### src/pkg/bkrtc_pkg.sv
package bkrtc_pkg;
  // Host port placement after reset
  localparam logic [15:0] DEF_BASE = 16'h0070;
  localparam logic [15:0] DATA_OFS = 16'h0001;

  // Location indices inside a bank
  localparam logic [6:0] IDX_SEC = 7'h00;
  localparam logic [6:0] IDX_MIN = 7'h02;
  localparam logic [6:0] IDX_HR = 7'h04;
  localparam logic [6:0] IDX_DOW = 7'h06;
  localparam logic [6:0] IDX_DATE = 7'h07;
  localparam logic [6:0] IDX_MON = 7'h08;
  localparam logic [6:0] IDX_YEAR = 7'h09;
  localparam logic [6:0] IDX_CRA = 7'h0A;
  localparam logic [6:0] IDX_CRB = 7'h0B;
  localparam logic [6:0] IDX_CRC = 7'h0C;
  localparam logic [6:0] IDX_CRD = 7'h0D;
  localparam logic [6:0] IDX_UPPER = 7'h40;
  localparam logic [6:0] IDX_URAM_PTR = 7'h50;
  localparam logic [6:0] IDX_URAM_WIN = 7'h53;

  // Field positions
  localparam int CRA_DV_HI = 6;
  localparam int CRA_DV_LO = 4;
  localparam int CRB_SET = 7;
  localparam int CRB_DM = 2;
  localparam int CRB_HR24 = 1;
  localparam int CRB_DSE = 0;
  localparam int CRC_PF = 6;
  localparam int CRC_UF = 4;
  localparam int PM_BIT = 7;

  // Reset and fixed read values
  localparam logic [2:0] DV_RST = 3'h2;
  localparam logic [3:0] RS_RST = 4'h0;
  localparam logic [7:0] CRB_RST = 8'h02;
  localparam logic [7:0] CRD_VALUE = 8'h80;
  localparam logic [7:0] LOCK_READ = 8'hFF;
  localparam logic [1:0] BANK_GP = 2'h0;
  localparam logic [1:0] BANK_CLOCK = 2'h1;
  localparam logic [1:0] BANK_POWER = 2'h2;

  // Divider chain: 32768 Hz divided by 2^15, first update half way round
  localparam int DIV_BITS = 15;
  localparam logic [14:0] UPD_AT = 15'h3FFF;

  // Calendar arithmetic
  localparam logic [7:0] TEN = 8'h0A;
  localparam logic [7:0] SEC_WRAP = 8'h3C;
  localparam logic [7:0] LAST_SM = 8'h3B;
  localparam logic [7:0] HR_WRAP = 8'h18;
  localparam logic [7:0] HALF_DAY = 8'h0C;
  localparam logic [7:0] MON_LAST = 8'h0C;
  localparam logic [7:0] YEAR_WRAP = 8'h64;
  localparam logic [7:0] DOW_LAST = 8'h07;
  localparam logic [7:0] SUNDAY = 8'h01;
  localparam logic [7:0] FEBRUARY = 8'h02;
  localparam logic [7:0] APRIL = 8'h04;
  localparam logic [7:0] JUNE = 8'h06;
  localparam logic [7:0] SEPTEMBER = 8'h09;
  localparam logic [7:0] OCTOBER = 8'h0A;
  localparam logic [7:0] NOVEMBER = 8'h0B;
  localparam logic [7:0] FIRST_SUN_LAST = 8'h07;
  localparam logic [7:0] LAST_SUN_FIRST = 8'h19;
  localparam logic [7:0] DST_HOUR = 8'h01;
  localparam logic [7:0] DST_JUMP = 8'h03;
  localparam logic [7:0] LEAP_MASK = 8'h03;
  localparam logic [7:0] D28 = 8'h1C;
  localparam logic [7:0] D29 = 8'h1D;
  localparam logic [7:0] D30 = 8'h1E;
  localparam logic [7:0] D31 = 8'h1F;

  typedef enum logic [1:0] {CHAIN_STOP, CHAIN_HOLD, CHAIN_RUN} bkrtc_chain_t;

  typedef struct packed {
    logic [7:0] year;
    logic [7:0] mon;
    logic [7:0] date;
    logic [7:0] dow;
    logic [7:0] hr;
    logic [7:0] min;
    logic [7:0] sec;
  } bkrtc_time_t;

  typedef struct packed {
    logic [15:0] addr;
    logic rd;
    logic wr;
    logic [7:0] wdata;
  } bkrtc_io_t;

  localparam bkrtc_time_t TIME_RST = '{year: 8'h00, mon: 8'h01, date: 8'h01, dow: 8'h01,
                                       hr: 8'h00, min: 8'h00, sec: 8'h00};
endpackage

### src/rtl/bkrtc_calendar.sv
`timescale 1ns/10ps
module bkrtc_calendar (
  input wire logic mclk,
  input wire logic rstn,
  input wire logic step,
  input wire logic fmt_bin,
  input wire logic hr24,
  input wire logic daylight_saving_enable,
  input wire logic wr_en,
  input wire logic [6:0] wr_idx,
  input wire logic [7:0] wr_data,
  output bkrtc_pkg::bkrtc_time_t now
);
  logic [7:0] s, m, h, dw, d, mo, y, h12, dim;
  logic fall, fell_back;
  bkrtc_pkg::bkrtc_time_t next_tm;

  // Stored value to plain binary, whichever format is active
  function automatic logic [7:0] to_bin(input logic [7:0] v, input logic bin);
    if (bin) return v;
    return {4'h0, v[7:4]} * bkrtc_pkg::TEN + {4'h0, v[3:0]};
  endfunction

  function automatic logic [7:0] enc(input logic [7:0] b, input logic bin);
    logic [7:0] t, o;
    t = b / bkrtc_pkg::TEN;
    o = b % bkrtc_pkg::TEN;
    if (bin) return b;
    return {t[3:0], o[3:0]};
  endfunction

  // Two-digit year: 00 counts as leap, right for 2000
  function automatic logic [7:0] days_in(input logic [7:0] mon, input logic [7:0] yr);
    if (mon == bkrtc_pkg::FEBRUARY) begin
      return ((yr & bkrtc_pkg::LEAP_MASK) == 8'h00) ? bkrtc_pkg::D29 : bkrtc_pkg::D28;
    end
    if (mon == bkrtc_pkg::APRIL || mon == bkrtc_pkg::JUNE || mon == bkrtc_pkg::SEPTEMBER ||
        mon == bkrtc_pkg::NOVEMBER) begin
      return bkrtc_pkg::D30;
    end
    return bkrtc_pkg::D31;
  endfunction

  // One-second advance, worked in binary 24-hour form
  always_comb begin
    s = to_bin(now.sec, fmt_bin);
    m = to_bin(now.min, fmt_bin);
    dw = to_bin(now.dow, fmt_bin);
    d = to_bin(now.date, fmt_bin);
    mo = to_bin(now.mon, fmt_bin);
    y = to_bin(now.year, fmt_bin);
    h12 = to_bin({1'b0, now.hr[6:0]}, fmt_bin);
    if (hr24) begin
      h = to_bin(now.hr, fmt_bin);
    end else begin
      h = ((h12 == bkrtc_pkg::HALF_DAY) ? 8'h00 : h12) +
          (now.hr[bkrtc_pkg::PM_BIT] ? bkrtc_pkg::HALF_DAY : 8'h00);
    end
    dim = days_in(mo, y);
    fall = 1'b0;
    next_tm = now;
    if (daylight_saving_enable && s == bkrtc_pkg::LAST_SM && m == bkrtc_pkg::LAST_SM && h == bkrtc_pkg::DST_HOUR &&
        dw == bkrtc_pkg::SUNDAY && mo == bkrtc_pkg::APRIL && d <= bkrtc_pkg::FIRST_SUN_LAST) begin
      h = bkrtc_pkg::DST_JUMP;
      m = 8'h00;
      s = 8'h00;
    end else if (daylight_saving_enable && s == bkrtc_pkg::LAST_SM && m == bkrtc_pkg::LAST_SM &&
                 h == bkrtc_pkg::DST_HOUR && dw == bkrtc_pkg::SUNDAY &&
                 mo == bkrtc_pkg::OCTOBER && d >= bkrtc_pkg::LAST_SUN_FIRST && !fell_back) begin
      m = 8'h00;
      s = 8'h00;
      fall = 1'b1;
    end else begin
      s = s + 8'h01;
      if (s == bkrtc_pkg::SEC_WRAP) begin
        s = 8'h00;
        m = m + 8'h01;
      end
      if (m == bkrtc_pkg::SEC_WRAP) begin
        m = 8'h00;
        h = h + 8'h01;
      end
      if (h == bkrtc_pkg::HR_WRAP) begin
        h = 8'h00;
        dw = (dw >= bkrtc_pkg::DOW_LAST) ? bkrtc_pkg::SUNDAY : dw + 8'h01;
        d = d + 8'h01;
      end
      if (d > dim) begin
        d = 8'h01;
        mo = mo + 8'h01;
      end
      if (mo > bkrtc_pkg::MON_LAST) begin
        mo = 8'h01;
        y = y + 8'h01;
      end
      if (y == bkrtc_pkg::YEAR_WRAP) begin
        y = 8'h00;
      end
    end
    next_tm.sec = enc(s, fmt_bin);
    next_tm.min = enc(m, fmt_bin);
    next_tm.dow = enc(dw, fmt_bin);
    next_tm.date = enc(d, fmt_bin);
    next_tm.mon = enc(mo, fmt_bin);
    next_tm.year = enc(y, fmt_bin);
    h12 = (h >= bkrtc_pkg::HALF_DAY) ? h - bkrtc_pkg::HALF_DAY : h;
    if (h12 == 8'h00) begin
      h12 = bkrtc_pkg::HALF_DAY;
    end
    if (hr24) begin
      next_tm.hr = enc(h, fmt_bin);
    end else begin
      h12 = enc(h12, fmt_bin);
      next_tm.hr = {h >= bkrtc_pkg::HALF_DAY, h12[6:0]};
    end
  end

  // Host writes win over a same-cycle tick; the tick is simply skipped
  always_ff @(posedge mclk) begin
    if (!rstn) begin
      now <= bkrtc_pkg::TIME_RST;
    end else if (wr_en) begin
      case (wr_idx)
        bkrtc_pkg::IDX_SEC: now.sec <= wr_data;
        bkrtc_pkg::IDX_MIN: now.min <= wr_data;
        bkrtc_pkg::IDX_HR: now.hr <= wr_data;
        bkrtc_pkg::IDX_DOW: now.dow <= wr_data;
        bkrtc_pkg::IDX_DATE: now.date <= wr_data;
        bkrtc_pkg::IDX_MON: now.mon <= wr_data;
        bkrtc_pkg::IDX_YEAR: now.year <= wr_data;
        default: ;
      endcase
    end else if (step) begin
      now <= next_tm;
    end
  end

  // Remembers the autumn step so the repeated hour is not stepped back again
  always_ff @(posedge mclk) begin
    if (!rstn) begin
      fell_back <= 1'b0;
    end else if (step && fall) begin
      fell_back <= 1'b1;
    end else if (step && h != bkrtc_pkg::DST_HOUR) begin
      fell_back <= 1'b0;
    end
  end
endmodule

### src/rtl/bkrtc_top.sv
`timescale 1ns/10ps
module bkrtc_top (
  input wire logic mclk,
  input wire logic rstn,
  input wire logic osc_tick,
  input bkrtc_pkg::bkrtc_io_t io,
  input wire logic base_load,
  input wire logic [15:0] base_value,
  input wire logic access_lock,
  output logic io_hit,
  output logic [7:0] io_rdata,
  output logic io_rvalid
);
  localparam int BANK_LOCS = 64;
  localparam int URAM_LOCS = 128;
  localparam int BANKS = 3;

  // The update point is a fixed-width constant, so the chain must match it
  if (bkrtc_pkg::DIV_BITS != $bits(bkrtc_pkg::UPD_AT)) begin
    $error("divider chain width does not match update point");
  end

  logic [15:0] base;
  logic [7:0] index;
  logic [3:0] rate_sel;
  logic [2:0] divider_control_field;
  logic [7:0] rtc_control_b;
  logic pf, uf;
  logic [7:0] upper_ram_pointer;
  logic [bkrtc_pkg::DIV_BITS-1:0] div;
  logic [7:0] lower_ram [BANK_LOCS];
  logic [7:0] upper_ram [BANKS][BANK_LOCS];
  logic [7:0] uram [URAM_LOCS];
  logic [1:0] bank;
  bkrtc_pkg::bkrtc_chain_t mode;
  logic hit_idx, hit_dat, dat_wr, dat_rd, run_tick, step, per_ev, time_wr;
  logic [6:0] loc;
  logic [7:0] next_rdata;
  bkrtc_pkg::bkrtc_time_t now;

  // Bank choice: 010 general, 011 clock, 1xx power
  function automatic logic [1:0] bank_of(input logic [2:0] dv);
    if (dv[2]) return bkrtc_pkg::BANK_POWER;
    if (dv[0]) return bkrtc_pkg::BANK_CLOCK;
    return bkrtc_pkg::BANK_GP;
  endfunction

  // 000/001 freeze the oscillator, 11x hold the chain at zero
  function automatic bkrtc_pkg::bkrtc_chain_t chain_of(input logic [2:0] dv);
    bkrtc_pkg::bkrtc_chain_t c;
    case (dv)
      3'h0, 3'h1: c = bkrtc_pkg::CHAIN_STOP;
      3'h6, 3'h7: c = bkrtc_pkg::CHAIN_HOLD;
      default: c = bkrtc_pkg::CHAIN_RUN;
    endcase
    return c;
  endfunction

  // True when the next count raises tap rs-1, i.e. half a tap period in
  function automatic logic tap_rise(input logic [14:0] cnt, input logic [3:0] rs);
    logic [14:0] k_bit, low;
    k_bit = 15'h0001 << (rs - 4'h1);
    low = k_bit - 15'h0001;
    if (rs == 4'h0) return 1'b0;
    return ((cnt & low) == low) && ((cnt & k_bit) == 15'h0000);
  endfunction

  function automatic logic is_time(input logic [6:0] a);
    return a == bkrtc_pkg::IDX_SEC || a == bkrtc_pkg::IDX_MIN || a == bkrtc_pkg::IDX_HR ||
           a == bkrtc_pkg::IDX_DOW || a == bkrtc_pkg::IDX_DATE || a == bkrtc_pkg::IDX_MON ||
           a == bkrtc_pkg::IDX_YEAR;
  endfunction

  function automatic logic [7:0] time_field(input bkrtc_pkg::bkrtc_time_t t,
                                            input logic [6:0] a);
    logic [7:0] v;
    if (a == bkrtc_pkg::IDX_SEC) v = t.sec;
    else if (a == bkrtc_pkg::IDX_MIN) v = t.min;
    else if (a == bkrtc_pkg::IDX_HR) v = t.hr;
    else if (a == bkrtc_pkg::IDX_DOW) v = t.dow;
    else if (a == bkrtc_pkg::IDX_DATE) v = t.date;
    else if (a == bkrtc_pkg::IDX_MON) v = t.mon;
    else v = t.year;
    return v;
  endfunction

  // Port decode: index at base, data at base plus one
  assign hit_idx = io.addr == base;
  assign hit_dat = io.addr == base + bkrtc_pkg::DATA_OFS;
  assign io_hit = (hit_idx || hit_dat) && (io.rd || io.wr);
  assign dat_wr = hit_dat && io.wr && !access_lock;
  assign dat_rd = hit_dat && io.rd && !access_lock;
  assign loc = index[6:0];
  assign bank = bank_of(divider_control_field);
  assign mode = chain_of(divider_control_field);
  assign run_tick = osc_tick && mode == bkrtc_pkg::CHAIN_RUN;
  assign step = run_tick && div == bkrtc_pkg::UPD_AT;
  assign per_ev = run_tick && tap_rise(div, rate_sel);
  assign time_wr = dat_wr && is_time(loc);

  // Base is loaded by configuration, defaults back to 70h on reset
  always_ff @(posedge mclk) begin
    if (!rstn) begin
      base <= bkrtc_pkg::DEF_BASE;
    end else if (base_load) begin
      base <= base_value;
    end
  end

  // Index stays writable while locked; only the data path is blocked
  always_ff @(posedge mclk) begin
    if (!rstn) begin
      index <= 8'h00;
    end else if (hit_idx && io.wr) begin
      index <= io.wdata;
    end
  end

  // Control A and B; the update flag bit of A is not storage
  always_ff @(posedge mclk) begin
    if (!rstn) begin
      divider_control_field <= bkrtc_pkg::DV_RST;
      rate_sel <= bkrtc_pkg::RS_RST;
      rtc_control_b <= bkrtc_pkg::CRB_RST;
    end else if (dat_wr && loc == bkrtc_pkg::IDX_CRA) begin
      divider_control_field <= io.wdata[bkrtc_pkg::CRA_DV_HI:bkrtc_pkg::CRA_DV_LO];
      rate_sel <= io.wdata[bkrtc_pkg::CRA_DV_LO-1:0];
    end else if (dat_wr && loc == bkrtc_pkg::IDX_CRB) begin
      rtc_control_b <= io.wdata;
    end
  end

  // Divider chain; wraps every 2^15 ticks, one second at 32768 Hz
  always_ff @(posedge mclk) begin
    if (!rstn) begin
      div <= '0;
    end else if (mode == bkrtc_pkg::CHAIN_HOLD) begin
      div <= '0;
    end else if (run_tick) begin
      div <= div + 15'h0001;
    end
  end

  // Sticky flags; an event in the clearing read cycle survives
  always_ff @(posedge mclk) begin
    if (!rstn) begin
      pf <= 1'b0;
      uf <= 1'b0;
    end else begin
      if (per_ev) begin
        pf <= 1'b1;
      end else if (dat_rd && loc == bkrtc_pkg::IDX_CRC) begin
        pf <= 1'b0;
      end
      if (step && !rtc_control_b[bkrtc_pkg::CRB_SET]) begin
        uf <= 1'b1;
      end else if (dat_rd && loc == bkrtc_pkg::IDX_CRC) begin
        uf <= 1'b0;
      end
    end
  end

  // Time registers live in the calendar; SET freezes updates
  bkrtc_calendar u_cal (
    .mclk(mclk),
    .rstn(rstn),
    .step(step && !rtc_control_b[bkrtc_pkg::CRB_SET]),
    .fmt_bin(rtc_control_b[bkrtc_pkg::CRB_DM]),
    .hr24(rtc_control_b[bkrtc_pkg::CRB_HR24]),
    .daylight_saving_enable(rtc_control_b[bkrtc_pkg::CRB_DSE]),
    .wr_en(time_wr),
    .wr_idx(loc),
    .wr_data(io.wdata),
    .now(now)
  );

  // Shared lower storage; alarms and spare bytes sit here for all banks
  always_ff @(posedge mclk) begin
    if (dat_wr && loc < bkrtc_pkg::IDX_UPPER && !is_time(loc) &&
        loc != bkrtc_pkg::IDX_CRA && loc != bkrtc_pkg::IDX_CRB &&
        loc != bkrtc_pkg::IDX_CRC && loc != bkrtc_pkg::IDX_CRD) begin
      lower_ram[loc[5:0]] <= io.wdata;
    end
  end

  // Upper storage per bank, except the clock bank's two upper RAM access locations
  always_ff @(posedge mclk) begin
    if (dat_wr && loc >= bkrtc_pkg::IDX_UPPER &&
        !(bank == bkrtc_pkg::BANK_CLOCK &&
          (loc == bkrtc_pkg::IDX_URAM_PTR || loc == bkrtc_pkg::IDX_URAM_WIN))) begin
      upper_ram[bank][loc[5:0]] <= io.wdata;
    end
  end

  // Second-level pointer; bit 7 is kept but not used for decode
  always_ff @(posedge mclk) begin
    if (!rstn) begin
      upper_ram_pointer <= 8'h00;
    end else if (dat_wr && bank == bkrtc_pkg::BANK_CLOCK && loc == bkrtc_pkg::IDX_URAM_PTR) begin
      upper_ram_pointer <= io.wdata;
    end
  end

  always_ff @(posedge mclk) begin
    if (dat_wr && bank == bkrtc_pkg::BANK_CLOCK && loc == bkrtc_pkg::IDX_URAM_WIN) begin
      uram[upper_ram_pointer[6:0]] <= io.wdata;
    end
  end

  // Read selection; control registers ignore the bank
  always_comb begin
    next_rdata = 8'h00;
    if (hit_idx) begin
      next_rdata = index;
    end else if (access_lock) begin
      next_rdata = bkrtc_pkg::LOCK_READ;
    end else if (is_time(loc)) begin
      next_rdata = time_field(now, loc);
    end else if (loc == bkrtc_pkg::IDX_CRA) begin
      next_rdata = {1'b0, divider_control_field, rate_sel};
    end else if (loc == bkrtc_pkg::IDX_CRB) begin
      next_rdata = rtc_control_b;
    end else if (loc == bkrtc_pkg::IDX_CRC) begin
      next_rdata[bkrtc_pkg::CRC_PF] = pf;
      next_rdata[bkrtc_pkg::CRC_UF] = uf;
    end else if (loc == bkrtc_pkg::IDX_CRD) begin
      next_rdata = bkrtc_pkg::CRD_VALUE;
    end else if (loc < bkrtc_pkg::IDX_UPPER) begin
      next_rdata = lower_ram[loc[5:0]];
    end else if (bank == bkrtc_pkg::BANK_CLOCK && loc == bkrtc_pkg::IDX_URAM_PTR) begin
      next_rdata = upper_ram_pointer;
    end else if (bank == bkrtc_pkg::BANK_CLOCK && loc == bkrtc_pkg::IDX_URAM_WIN) begin
      next_rdata = uram[upper_ram_pointer[6:0]];
    end else begin
      next_rdata = upper_ram[bank][loc[5:0]];
    end
  end

  // Read data is registered, valid one cycle after the strobe
  always_ff @(posedge mclk) begin
    if (!rstn) begin
      io_rdata <= 8'h00;
      io_rvalid <= 1'b0;
    end else begin
      io_rvalid <= (hit_idx || hit_dat) && io.rd;
      if ((hit_idx || hit_dat) && io.rd) begin
        io_rdata <= next_rdata;
      end
    end
  end
endmodule

### config.mk
export PLATFORM = sky130hd
export DESIGN_NAME = bkrtc_top
export DESIGN_NICKNAME = d
export VERILOG_FILES = /design/src/pkg/bkrtc_pkg.sv /design/src/rtl/bkrtc_calendar.sv /design/src/rtl/bkrtc_top.sv
export SDC_FILE = /design/constraint.sdc
export NUM_CORES = 2
export LEC_CHECK = 0
export BUFFER_PORTS_ARGS = -buffer_cell sky130_fd_sc_hd__buf_2
export CAP_MARGIN = 20
export CORE_ASPECT_RATIO = 0.8
export CORE_MARGIN = 5
export CORE_UTILIZATION = 35
export CTS_CLUSTER_SIZE = 28
export DETAILED_ROUTE_END_ITERATION = 7
export GPL_ROUTABILITY_DRIVEN = 0
export PLACE_DENSITY_LB_ADDON = 0.15
export SLEW_MARGIN = 20
export SYNTH_ARGS = -nofsm -noshare
export SYNTH_HDL_FRONTEND = slang
export SYNTH_HIERARCHICAL = 1
export SYNTH_SLANG_ARGS = --single-unit
### constraint.sdc
create_clock -name mclk -period 12.8 [get_ports mclk]
set_input_delay 1.92 -clock mclk [delete_from_list [all_inputs] [get_ports mclk]]
set_output_delay 1.92 -clock mclk [all_outputs]
set_load 0.02 [all_outputs]
==> metrics <==
RSZ-0062 raised after global routing false; Setup crit start kind flop; Post-synth EDFFs 3072; Combinational Power Share ~1.3%; Worst-Skew Late Latency 0.89 ns; Worst Max-Slew Pin Slew roughly 1.3 ns; Switching Fraction between 20 and 25%; CP Buf/Inv Count 1; initial antenna violation count 18; register area share after synthesis about 69%; Core Area approximately 400000 µm²; final slew viol count 0; multi-input logic area about 42000 µm²; Cell Pwr Density 136 nW/µm²; layout net count 8748; Switch Pwr about 4300 µW; min setup slack post-route 2.06 ns; vias in the first global route roughly 78000; die width just over 700 µm; Synth warnings 6; finished layout cell area 156000 µm²; CTS Hold Bufs 0; H-tree depth 5; final worst path period share roughly 84%; CP max stage cell a211oi_1; first-pass GRT wire length between 500 and 600 mm; clock slew at reported path FFs approximately 0.07 ns; Total Wirelength roughly 420 mm; DP Area about 150000 µm²; Post-CTS Resized 0; Arr. time, crit path approximately 12 ns; placed wire-length estimate around 270 mm; Final ANT Viol Nets 0; Cells after Synth 8346; critical path peak fanout 21; clock power share 44.1%; number of buffers created by CTS 325; dpl cells about 13000; CTS Buffer Depth 4; number of port buffers 56; crit path time final between 10 and 15 ns; 1st-iter DRT viols between 8000 and 9000; Setup Buffers After CTS 0; # setup viols final 0; CP max stage delay about 0.6 ns; fmax about 93 MHz; Layout area overhead 12.9%; fillers around 36000; Clock Skew ~0.038 ns; clock sink count around 3200; die height between 500 and 600 µm; max_cap viols 0; Worst Path Required roughly 14 ns; Flop pwr share around 55%; leakage about 0.048 µW; Initial Util between 30% and 40%; #FFs+latches synth approximately 3200; vias per cell 5.68; outcome completed; share of cells above drive strength 1 between 20% and 30%; ys flop type edfxtp_1; pin count of the biggest net entering global routing 213; crit end category flop; remaining global-route overflow 0; max_slew headroom approximately 15%; library cells used by synthesis between 100 and 150; DR pass1 iterations 6; FP Rows roughly 200; crit-path leading delay family compound AO/OA/AOI/OAI gates; maximum VDD drop about 0.00012 V; wire length per cell ~30 µm; detailed-route DRC error count 0; HP Class flop to flop; die area 408000 µm²; via count about 80000; FF+latch area 95200 µm²; Setup WS pre-CTS 2.21 ns; mapped cell area approximately 140000 µm²; gr usage total roughly a fifth; internal power around 17000 µW; hold violation total from the final report 0; I/O pins 57; setup TNS 0 ns; critical path class flop to flop; share of flip-flops with an asynchronous set or reset 0%; total chip power about 21000 µW; final instance count without filler cells roughly 14000; Mean Syn Cell Area 16.6 µm²; CTS root buffer clkbuf_16; TritonCTS clock tree built; most used cell, CP ha_1
==> cells by family after synthesis <==
logic type | share of synthesized area (%)
multiplexers | 15.9
AO/OA/AOI/OAI | 5.59
buffers and inverters | 1.62
other | 0.00271
flip-flops | 68.7
adder cells (fa/ha/maj) | 1.12
XOR/XNOR | 0.782
AND/OR/NAND/NOR | 6.26
==> Yosys cell counts, types with 70 or more instances <==
library cell | instances | area, µm²
clkbuf_1 | 264 | 991
nor2_1 | 640 | 2400
mux2i_1 | 303 | 3030
mux2_2 | 477 | 5370
nand2_1 | 432 | 1620
o21ai_0 | 248 | 1240
buf_1 | 83 | 312
dfxtp_1 | 143 | 2860
ha_1 | 95 | 1190
a21oi_1 | 182 | 911
nor2b_1 | 79 | 494
edfxtp_1 | 3072 | 92200
nand3_1 | 145 | 726
mux4_2 | 603 | 13600
buf_2 | 110 | 551
a31oi_1 | 70 | 438
nor3_1 | 141 | 706
xnor2_1 | 82 | 718
==> cell usage in the layout, fill, tap and decap left out, types with 125 or more instances in the layout <==
master     count
nor3_1       131
nand3_1      143
nand2_1      431
dfxtp_1      125
edfxtp_1    3072
a21oi_1      181
o21ai_0      247
nor2_1       629
clkbuf_16    334
mux2i_1      303
mux2_2       477
buf_4        210
mux4_2       603
==> state kept, by name (all words and copies together) (netlist names), named ones only <==
name,count
upper_ram_pointer,8
divider_control_field,3
uf,1
u_cal/now,56
div,15
base,16
upper_ram,1536
rtc_control_b,8
pf,1
io_rvalid,1
u_cal/fell_back,1
index,8
rate_sel,4
uram,1024
lower_ram,512
io_rdata,8
==> cell type report <==
type | count | share of cell area, %
flip-flops and latches | 3215 | 60.9
inverters | 67 | 0.166
repair buffers | 287 | 1.49
clock buffers | 413 | 5.55
clock inverters | 172 | 0.940
diodes | 8 | 0.0128
well taps | 5200 | 4.16
multi-input cells | 4695 | 26.8
==> routing by layer <==
metal  track usage (%)  wire [µm]
met1              30.3     194000
met2              30.2     187000
met3              3.31      30000
met4              4.14       8890
met5                 0         13
==> per-stage QoR <==
stage | hold slack (ns) | util (%)
floorplan | 0.431 | -
CTS | 0.454 | 39.6
global route | 0.475 | 39.7
global placement | 0.440 | 37.0
detailed placement | 0.446 | 37.1
finish | 0.455 | 39.7
==> final timing paths <==
check / end / slack (ns) / cells after the start / startpoint
worst max-delay path: u_cal/now[51] / 2.06 / 37 / u_cal/now[22]
worst min register to register: rtc_control_b[3] / 0.45 / 2 / rtc_control_b[3]
worst max register to register: u_cal/now[51] / 2.06 / 37 / u_cal/now[22]
worst min-delay path: rtc_control_b[3] / 0.45 / 2 / rtc_control_b[3]
==> worst register-to-register path: cells and delay by family, from the launching register on <==
family | cells | cell delay (ns)
AO/OA/AOI/OAI | 18 | 4.54
flip-flops | 1 | 0.49
buffers and inverters | 1 | 0.23
multiplexers | 3 | 0.78
AND/OR/NAND/NOR | 9 | 2.78
adder cells (fa/ha/maj) | 6 | 1.83
==> power groups by stage <==
stage	sequential [µW]	combinational, µW	clock, µW
after detailed placement	11800	282	0
after CTS	11600	282	9530
final	11600	280	9340
after floorplan	11800	53.4	0
after global routing	11500	301	9980
after global placement	11800	271	0
No activity file was read; power rests on OpenSTA's default activity.
